===== src/mac_pkg.sv =====
package mac_pkg;
  // ***************************************************************
  // widths and section layout
  // ***************************************************************
  localparam int OPW     = 8;   // operand width
  localparam int PRODW   = 16;  // full product width
  localparam int ACCW    = 19;  // accumulator width
  localparam int BYTEW   = 8;   // byte section width
  localparam int EXTW    = 3;   // extension section width
  localparam int LOW_LSB = 0;   // lower byte section position
  localparam int MID_LSB = 8;   // upper byte section position
  localparam int EXT_LSB = 16;  // extension bits position

  // section indices in the drive enable vector
  localparam int SEC_LOW = 0;
  localparam int SEC_MID = 1;
  localparam int SEC_EXT = 2;
  localparam int NSEC    = 3;

  // rounding constant: one at the top bit of the lower product byte
  localparam logic [ACCW-1:0] ROUND_ADD = 19'h00080;

  // reset values
  localparam logic [ACCW-1:0] ACC_RST  = 19'h00000;
  localparam logic [OPW-1:0]  OPND_RST = 8'h00;
  localparam logic [NSEC-1:0] OEN_RST  = 3'h7;

  // ***************************************************************
  // accumulator modes, one-hot
  // ***************************************************************
  typedef enum logic [2:0] {
    MAC_LOAD = 3'b001,
    MAC_ADD  = 3'b010,
    MAC_SUB  = 3'b100
  } mac_mode_t;
endpackage : mac_pkg


===== src/mac_edge.sv =====
module mac_edge
  import mac_pkg::*;
(
  // clock and reset
  input  wire logic clk,
  input  wire logic rst_n,
  // strobe level and its rising edge
  input  wire logic level,
  output logic      rise
);
  typedef struct packed {
    logic prev;
  } mac_edge_st_t;

  mac_edge_st_t st_q;
  mac_edge_st_t st_d;

  // remember last sampled level
  always_comb begin
    st_d      = st_q;
    st_d.prev = level;
  end

  // starts low so a strobe already high after reset counts once
  always_ff @(posedge clk or negedge rst_n) begin
    if (!rst_n) begin
      st_q <= '0;
    end else begin
      st_q <= st_d;
    end
  end

  assign rise = level & ~st_q.prev;
endmodule : mac_edge


===== src/mac_product.sv =====
module mac_product
  import mac_pkg::*;
(
  // captured operands and controls
  input  wire logic [mac_pkg::OPW-1:0]  a,
  input  wire logic [mac_pkg::OPW-1:0]  b,
  input  wire logic                     is_signed,
  input  wire logic                     round,
  // product extended to accumulator width
  output logic      [mac_pkg::ACCW-1:0] prod
);
  logic [PRODW-1:0] raw;
  logic [ACCW-1:0]  ext;

  // full 16-bit product, two's complement or unsigned
  always_comb begin
    if (is_signed) begin
      raw = PRODW'($signed(a) * $signed(b));
    end else begin
      raw = PRODW'(a * b);
    end
  end

  // sign or zero extension to 19 bits
  assign ext = is_signed ? {{(ACCW-PRODW){raw[PRODW-1]}}, raw}
                         : {{(ACCW-PRODW){1'b0}}, raw};

  // rounding done after extension so it can never wrap the product
  assign prod = round ? ACCW'(ext + ROUND_ADD) : ext;
endmodule : mac_product


===== src/mac_top.sv =====
// Summary of operation
// - multiply two bytes into full 16-bit product
// - 19-bit accumulation, product sign or zero extended
// - operand registers load on their own strobe
// - controls load on first rise of either strobe, not on a second while the other is high
// - signed select chooses two's complement or unsigned
// - rounding adds one at bit seven
// - sum mode adds product to accumulator
// - sum and minus: product minus accumulator
// - sum mode low loads product directly
// - lower and upper byte sections, eight bits
// - top section holds three extension bits
// - each section has own active-low drive enable
// - preload captures pins of disabled sections
// - enabled sections drive, disabled ones float
// - no pins driven while preloading
module mac_top
  import mac_pkg::*;
(
  // clock and reset
  input  wire logic                       REF_CLK,
  input  wire logic                       RESET_N,
  // operands and their strobes
  input  wire logic [mac_pkg::OPW-1:0]    A_DATA,
  input  wire logic [mac_pkg::OPW-1:0]    B_DATA,
  input  wire logic                       A_STROBE,
  input  wire logic                       B_STROBE,
  // controls captured with either operand
  input  wire logic                       ROUND_HALF_LSB,
  input  wire logic                       SIGNED_OPERAND_SELECT,
  input  wire logic                       SUM_MODE_ENABLE,
  input  wire logic                       MINUS_SELECT,
  // result strobe and pin control
  input  wire logic                       RESULT_STROBE,
  input  wire logic                       LOAD_FROM_PINS,
  input  wire logic                       UPPER_BITS_DRIVE_N,
  input  wire logic                       MIDDLE_BYTE_DRIVE_N,
  input  wire logic                       LOW_BYTE_DRIVE_N,
  // extension bits pins
  input  wire logic [mac_pkg::EXTW-1:0]   EXT_BITS_IN,
  output logic      [mac_pkg::EXTW-1:0]   EXT_BITS_OUT,
  output logic                            EXT_BITS_OE_N,
  // upper byte section pins
  input  wire logic [mac_pkg::BYTEW-1:0]  UPPER_BYTE_SECTION_IN,
  output logic      [mac_pkg::BYTEW-1:0]  UPPER_BYTE_SECTION_OUT,
  output logic                            UPPER_BYTE_SECTION_OE_N,
  // lower byte section pins
  input  wire logic [mac_pkg::BYTEW-1:0]  LOWER_BYTE_SECTION_IN,
  output logic      [mac_pkg::BYTEW-1:0]  LOWER_BYTE_SECTION_OUT,
  output logic                            LOWER_BYTE_SECTION_OE_N
);
  // ***************************************************************
  // state
  // ***************************************************************
  typedef struct packed {
    logic [OPW-1:0]  a;
    logic [OPW-1:0]  b;
    logic            round;
    logic            is_signed;
    logic            sum;
    logic            minus;
    logic [ACCW-1:0] acc;
    logic [NSEC-1:0] oe_n;
  } mac_state_t;

  mac_state_t      st_q;
  mac_state_t      st_d;
  logic            a_rise;
  logic            b_rise;
  logic            or_rise;
  logic            r_rise;
  logic [ACCW-1:0] prod;
  logic [ACCW-1:0] pins;
  logic [NSEC-1:0] drive_n;
  mac_mode_t       mode;

  // ***************************************************************
  // helpers
  // ***************************************************************
  // accumulator mode from captured controls
  function automatic mac_mode_t mode_of(input logic sum, input logic minus);
    if (!sum) begin
      return MAC_LOAD;
    end else if (minus) begin
      return MAC_SUB;
    end
    return MAC_ADD;
  endfunction : mode_of

  // bit mask of sections picked by a per-section flag vector
  function automatic logic [ACCW-1:0] sec_mask(input logic [NSEC-1:0] sel);
    logic [ACCW-1:0] m;
    m = '0;
    m[LOW_LSB +: BYTEW] = {BYTEW{sel[SEC_LOW]}};
    m[MID_LSB +: BYTEW] = {BYTEW{sel[SEC_MID]}};
    m[EXT_LSB +: EXTW]  = {EXTW{sel[SEC_EXT]}};
    return m;
  endfunction : sec_mask

  // ***************************************************************
  // strobe edges
  // ***************************************************************
  // strobes are plain inputs sampled on the system clock
  mac_edge u_edge_a (
    .clk   (REF_CLK),
    .rst_n (RESET_N),
    .level (A_STROBE),
    .rise  (a_rise)
  );

  mac_edge u_edge_b (
    .clk   (REF_CLK),
    .rst_n (RESET_N),
    .level (B_STROBE),
    .rise  (b_rise)
  );

  // edge of the OR, not OR of edges: b rising while a high is no edge
  mac_edge u_edge_or (
    .clk   (REF_CLK),
    .rst_n (RESET_N),
    .level (A_STROBE | B_STROBE),
    .rise  (or_rise)
  );

  mac_edge u_edge_r (
    .clk   (REF_CLK),
    .rst_n (RESET_N),
    .level (RESULT_STROBE),
    .rise  (r_rise)
  );

  // ***************************************************************
  // product
  // ***************************************************************
  mac_product u_prod (
    .a         (st_q.a),
    .b         (st_q.b),
    .is_signed (st_q.is_signed),
    .round     (st_q.round),
    .prod      (prod)
  );

  // gather pins and enables into accumulator order
  assign pins    = {EXT_BITS_IN, UPPER_BYTE_SECTION_IN, LOWER_BYTE_SECTION_IN};
  assign drive_n = {UPPER_BITS_DRIVE_N, MIDDLE_BYTE_DRIVE_N, LOW_BYTE_DRIVE_N};
  assign mode    = mode_of(st_q.sum, st_q.minus);

  // ***************************************************************
  // next state
  // ***************************************************************
  always_comb begin
    st_d = st_q;
    // operand registers, each on its own strobe
    if (a_rise) begin
      st_d.a = A_DATA;
    end
    if (b_rise) begin
      st_d.b = B_DATA;
    end
    // controls ride the first rise of either strobe
    if (or_rise) begin
      st_d.round     = ROUND_HALF_LSB;
      st_d.is_signed = SIGNED_OPERAND_SELECT;
      st_d.sum       = SUM_MODE_ENABLE;
      st_d.minus     = MINUS_SELECT;
    end
    // accumulator only moves on the result strobe
    if (r_rise) begin
      if (LOAD_FROM_PINS) begin
        // driven-off sections take their pins, the rest keep
        st_d.acc = (st_q.acc & ~sec_mask(drive_n))
                 | (pins & sec_mask(drive_n));
      end else begin
        unique case (mode)
          MAC_LOAD: st_d.acc = prod;
          MAC_ADD:  st_d.acc = ACCW'(st_q.acc + prod);
          MAC_SUB:  st_d.acc = ACCW'(prod - st_q.acc);
        endcase
      end
    end
    // drive only when not preloading and enable is low
    st_d.oe_n = drive_n | {NSEC{LOAD_FROM_PINS}};
  end

  // ***************************************************************
  // registers
  // ***************************************************************
  // reset value is a convenience only; software must load first
  always_ff @(posedge REF_CLK or negedge RESET_N) begin
    if (!RESET_N) begin
      st_q.a         <= OPND_RST;
      st_q.b         <= OPND_RST;
      st_q.round     <= 1'b0;
      st_q.is_signed <= 1'b0;
      st_q.sum       <= 1'b0;
      st_q.minus     <= 1'b0;
      st_q.acc       <= ACC_RST;
      st_q.oe_n      <= OEN_RST;
    end else begin
      st_q <= st_d;
    end
  end

  // ***************************************************************
  // outputs, straight from flip-flops
  // ***************************************************************
  // enables lag the pin controls by one clock, a registered-output cost
  assign EXT_BITS_OUT            = st_q.acc[EXT_LSB +: EXTW];
  assign UPPER_BYTE_SECTION_OUT  = st_q.acc[MID_LSB +: BYTEW];
  assign LOWER_BYTE_SECTION_OUT  = st_q.acc[LOW_LSB +: BYTEW];
  assign EXT_BITS_OE_N           = st_q.oe_n[SEC_EXT];
  assign UPPER_BYTE_SECTION_OE_N = st_q.oe_n[SEC_MID];
  assign LOWER_BYTE_SECTION_OE_N = st_q.oe_n[SEC_LOW];

  // ***************************************************************
  // checks
  // ***************************************************************
  operand_a_cap_a: assert property (
    @(posedge REF_CLK) disable iff (!RESET_N)
    a_rise |=> st_q.a == $past(A_DATA))
    else $error("operand a not captured on its strobe");

  operand_b_hold_a: assert property (
    @(posedge REF_CLK) disable iff (!RESET_N)
    !b_rise |=> $stable(st_q.b))
    else $error("operand b changed without its strobe");

  ctrl_capture_a: assert property (
    @(posedge REF_CLK) disable iff (!RESET_N)
    or_rise |=> st_q.sum == $past(SUM_MODE_ENABLE)
             && st_q.minus == $past(MINUS_SELECT)
             && st_q.round == $past(ROUND_HALF_LSB))
    else $error("controls not captured on operand strobe");

  unsigned_ext_a: assert property (
    @(posedge REF_CLK) disable iff (!RESET_N)
    !st_q.is_signed |-> prod[EXT_LSB +: EXTW] == '0)
    else $error("unsigned product not zero extended");

  load_mode_a: assert property (
    @(posedge REF_CLK) disable iff (!RESET_N)
    r_rise && !LOAD_FROM_PINS && !st_q.sum |=> st_q.acc == $past(prod))
    else $error("direct load did not store product");

  add_mode_a: assert property (
    @(posedge REF_CLK) disable iff (!RESET_N)
    r_rise && !LOAD_FROM_PINS && st_q.sum && !st_q.minus
    |=> st_q.acc == ACCW'($past(st_q.acc) + $past(prod)))
    else $error("accumulate add wrong");

  sub_mode_a: assert property (
    @(posedge REF_CLK) disable iff (!RESET_N)
    r_rise && !LOAD_FROM_PINS && st_q.sum && st_q.minus
    |=> st_q.acc == ACCW'($past(prod) - $past(st_q.acc)))
    else $error("accumulate subtract wrong");

  preload_low_a: assert property (
    @(posedge REF_CLK) disable iff (!RESET_N)
    r_rise && LOAD_FROM_PINS |=> LOWER_BYTE_SECTION_OUT
      == ($past(LOW_BYTE_DRIVE_N) ? $past(LOWER_BYTE_SECTION_IN)
                                  : $past(LOWER_BYTE_SECTION_OUT)))
    else $error("lower byte preload wrong");

  acc_hold_a: assert property (
    @(posedge REF_CLK) disable iff (!RESET_N)
    !r_rise |=> $stable(st_q.acc))
    else $error("accumulator moved without result strobe");

  preload_float_a: assert property (
    @(posedge REF_CLK) disable iff (!RESET_N)
    LOAD_FROM_PINS |=> EXT_BITS_OE_N && UPPER_BYTE_SECTION_OE_N
                       && LOWER_BYTE_SECTION_OE_N)
    else $error("pins driven during preload");

  drive_upper_a: assert property (
    @(posedge REF_CLK) disable iff (!RESET_N)
    !LOAD_FROM_PINS |=> UPPER_BYTE_SECTION_OE_N == $past(MIDDLE_BYTE_DRIVE_N))
    else $error("upper byte drive does not follow enable");

  sect_drive_a: assert property (
    @(posedge REF_CLK) disable iff (!RESET_N)
    !LOAD_FROM_PINS |=> EXT_BITS_OE_N == $past(UPPER_BITS_DRIVE_N)
                       && LOWER_BYTE_SECTION_OE_N == $past(LOW_BYTE_DRIVE_N))
    else $error("section drive does not follow its enable");

  preload_mid_a: assert property (
    @(posedge REF_CLK) disable iff (!RESET_N)
    r_rise && LOAD_FROM_PINS |=> UPPER_BYTE_SECTION_OUT
      == ($past(MIDDLE_BYTE_DRIVE_N) ? $past(UPPER_BYTE_SECTION_IN)
                                     : $past(UPPER_BYTE_SECTION_OUT)))
    else $error("upper byte preload wrong");

  preload_ext_a: assert property (
    @(posedge REF_CLK) disable iff (!RESET_N)
    r_rise && LOAD_FROM_PINS |=> EXT_BITS_OUT
      == ($past(UPPER_BITS_DRIVE_N) ? $past(EXT_BITS_IN)
                                    : $past(EXT_BITS_OUT)))
    else $error("extension bits preload wrong");

  ctrl_hold_a: assert property (
    @(posedge REF_CLK) disable iff (!RESET_N)
    !or_rise |=> $stable({st_q.round, st_q.is_signed, st_q.sum, st_q.minus}))
    else $error("controls changed without a strobe edge");

  signed_cap_a: assert property (
    @(posedge REF_CLK) disable iff (!RESET_N)
    or_rise |=> st_q.is_signed == $past(SIGNED_OPERAND_SELECT))
    else $error("signed select not captured");
endmodule : mac_top


===== config.mk =====
export PLATFORM = sky130hd
export DESIGN_NAME = mac_top
export DESIGN_NICKNAME = d
export VERILOG_FILES = /design/src/mac_pkg.sv /design/src/mac_edge.sv /design/src/mac_product.sv /design/src/mac_top.sv
export SDC_FILE = /design/constraint.sdc
export NUM_CORES = 1
export LEC_CHECK = 0
export BUFFER_PORTS_ARGS = -buffer_cell sky130_fd_sc_hd__buf_2
export CORE_MARGIN = 3
export CORE_UTILIZATION = 35
export DETAILED_ROUTE_END_ITERATION = 10
export GPL_ROUTABILITY_DRIVEN = 0
export SYNTH_ARGS = -nofsm -noshare
export SYNTH_HDL_FRONTEND = slang
export SYNTH_SLANG_ARGS = --single-unit

===== constraint.sdc =====
create_clock -name REF_CLK -period 10.5 [get_ports REF_CLK]
set_input_delay 0.525 -clock REF_CLK [delete_from_list [all_inputs] [get_ports REF_CLK]]
set_output_delay 0.525 -clock REF_CLK [all_outputs]
set_load 0.01 [all_outputs]

==> impl_metrics.toml <==
[status]
status = "finished clean"

[sta]
fin_crit_sh_pct = 65.8
max-slew-margin-rel_pct = 27.9
layout_setup_ws_ns = 3.59
fmaxAchievable_mhz = 145
worst_pin_slew_ns = 1.08
tns_ns = 0
rsz0062_at_grt = "false"
maxSlewViolCount = 0
fin_worst_skew_ns = 0.00955
fin_hold_ws_ns = 0.333
period_needed_ns = 6.91
setup_violations = 0
timing_hold_violations_final = 0

[placement]
hpwl_um = 16200
dpl.cell_count = 1242
io_buffers = 69
pre_cts_ws_ns = 3.58

[clock_tree]
cts_tree = "done"
cts_hold_buffers = 0
clockBufferDepth = 2
cts-root-buf = "clkbuf_16"
cts_resized = 0
path_clk_slew_ns = 0.08
numClockSinks = 46
cts-htree-levels = 2
worstSkewPairLatency_ns = 0.31
cts-buffers-inserted = 5
post_cts_buffers = 0

[synthesis]
synth-seq-area-share_pct = 14.3
syn_inst = 939
ys_async_sr_fraction_pct = 100
synth-main-ff-cell = "dfrtp_1"
syn_nets = 1151
synth.distinct_cells = 79
synth_edf_count = 0
netlist_area_mm2 = 0.00805
syn_avg_cell_area_um2 = 8.57
yosys_warnings = 0
ys_ff_latch = 46

[global_routing]
grt_start_max_net_pins = 47
gr-total-overflow = 0
grt_pass1_wl_um = 32800
grt_pass1_vias = 6504
antenna_found_initial = 1
grt_use_total_pct = 16.4

[floorplan]
start_util_pct = 36.2
die_y_um = 158
io_pins = 70
rows = 54
core_region_area_mm2 = 0.0222
die_x_um = 158
die_area_mm2 = 0.0249

[worst_setup_path]
r2r_cells = 26
r2r_setup_slack_ns = 3.59
worst_ep_required_time_ns = 10.70
cp-start-kind = "register"
cp_max_fo = 10
worstPathArrival_ns = 7.11
crit_type = "reg -> reg"
reg2reg_from = "st_q[33]"
crit_start = "st_q[33]"
endpoint_kind = "register"

[layout]
seq_area_mm2 = 0.00115
fill_cells = 2281
fin_nets = 1181
final_cell_mix = "inv_1 (164), fa_1 (86), ha_1 (78)"
final_common_cell = "inv_1"
syn2layout_area_growth_pct = 7.44
layoutNonFillerInstCount = 1250
multi_input_comb_area_mm2 = 0.00598
drive_gt1_share_pct = 13.4
num_antenna_cells = 0

[routing]
firstDrtPassIters = 4
drtIter0Drc = 311
vias = 6277
wire_per_inst_um = 15.5
avgViaCountPerCell = 5.02
drc = 0
ant_nets = 0
wl_um = 19400

[job]
cap_violations = 0

[min_path]
hold_class = "in -> async"
critical path, stage by stage (launching register included):
cell and delay [ns]:
dfrtp_1 0.48, and2_1 0.22, fa_1 0.53, inv_1 0.05, fa_1 0.54, inv_1 0.06, fa_1 0.53, inv_1 0.06
fa_1 0.52, inv_1 0.05, ha_1 0.41, o21ai_0 0.13, nor2_1 0.18, mux2_1 0.35, nor3_1 0.37, nand4bb_2 0.29
xor2_1 0.21, ha_1 0.30, nand2_1 0.12, o211ai_1 0.15, o21ai_0 0.19, a21oi_1 0.08, o41ai_1 0.42, o21ai_0 0.19
xor2_1 0.17, a21oi_1 0.14, a21oi_1 0.08
layer usage:
metal	share of wire (%)	routed length [um]	track usage [%]	up-vias
met2	49	9570	28.3	88
met3	2.7	514	1.61	10
met1	46	8950	22.4	3061
li1	-	-	-	3118
met5	0	0	0	-
met4	1.7	325	3.68	0
synthesized netlist by cell type, drive strengths merged, types with 10 or more instances:
master  count  share of area [%]
nand2b     10               0.78
mux2       27                3.8
buf        26                2.4
nand2      62                2.9
and2       39                3.0
inv       165                7.7
ha         78                 12
xor2       26                2.9
nor2       64                3.0
xnor2      32                3.5
nor3       15               0.99
a21oi      47                3.0
clkbuf     24                1.2
dfrtp      43                 13
nand3      22                1.4
o21ai      39                2.4
fa         86                 21
a21o       17                1.6
o22ai      12               0.93
worst min-delay path by stage:
stage	slack (ns)	cells after the start	startpoint	to
2_1_floorplan	0.23	0	RESET_N	async pin
3_3_place_gp	0.56	1	st_q[22]	st_q[22]
3_5_place_dp	0.54	1	st_q[22]	st_q[22]
4_1_cts	0.34	1	A_STROBE	u_edge_a.st_q
5_1_grt	0.34	1	A_STROBE	u_edge_a.st_q
6_report	0.33	2	RESET_N	async pin
cell type report:
class	instances	share of cell area, %
Multi-Input combinational cell	677	69.1
Sequential cell	46	13.3
Inverter	166	7.20
Timing Repair Buffer	73	4.34
Tap cell	280	4.05
Clock buffer	5	1.45
Clock inverter	3	0.506
metrics by stage:
stage	cell area, um^2	util, %
after global placement	8480	38.2
after detailed placement	8480	38.2
final	8650	38.9
after global routing	8650	38.9
after floorplan	8050	-
after CTS	8650	38.9
logic make-up (layout without fill, tap and decap cells):
logic type / after synthesis / in the layout / share of synthesized area, %
and+or+nand+nor: 249 / 249 / 15.7
buffers and inverters: 216 / 247 / 11.4
DFF: 46 / 46 / 14.3
muxes: 34 / 34 / 4.80
adders and majority gates: 164 / 164 / 33.5
AOI/OAI and AO/OA: 172 / 172 / 13.8
xor gates and xnor gates: 58 / 58 / 6.40
Power is left out: the tool's default activity adds up to more than one toggle a clock period on the data nets, which glitch-free logic cannot reach.
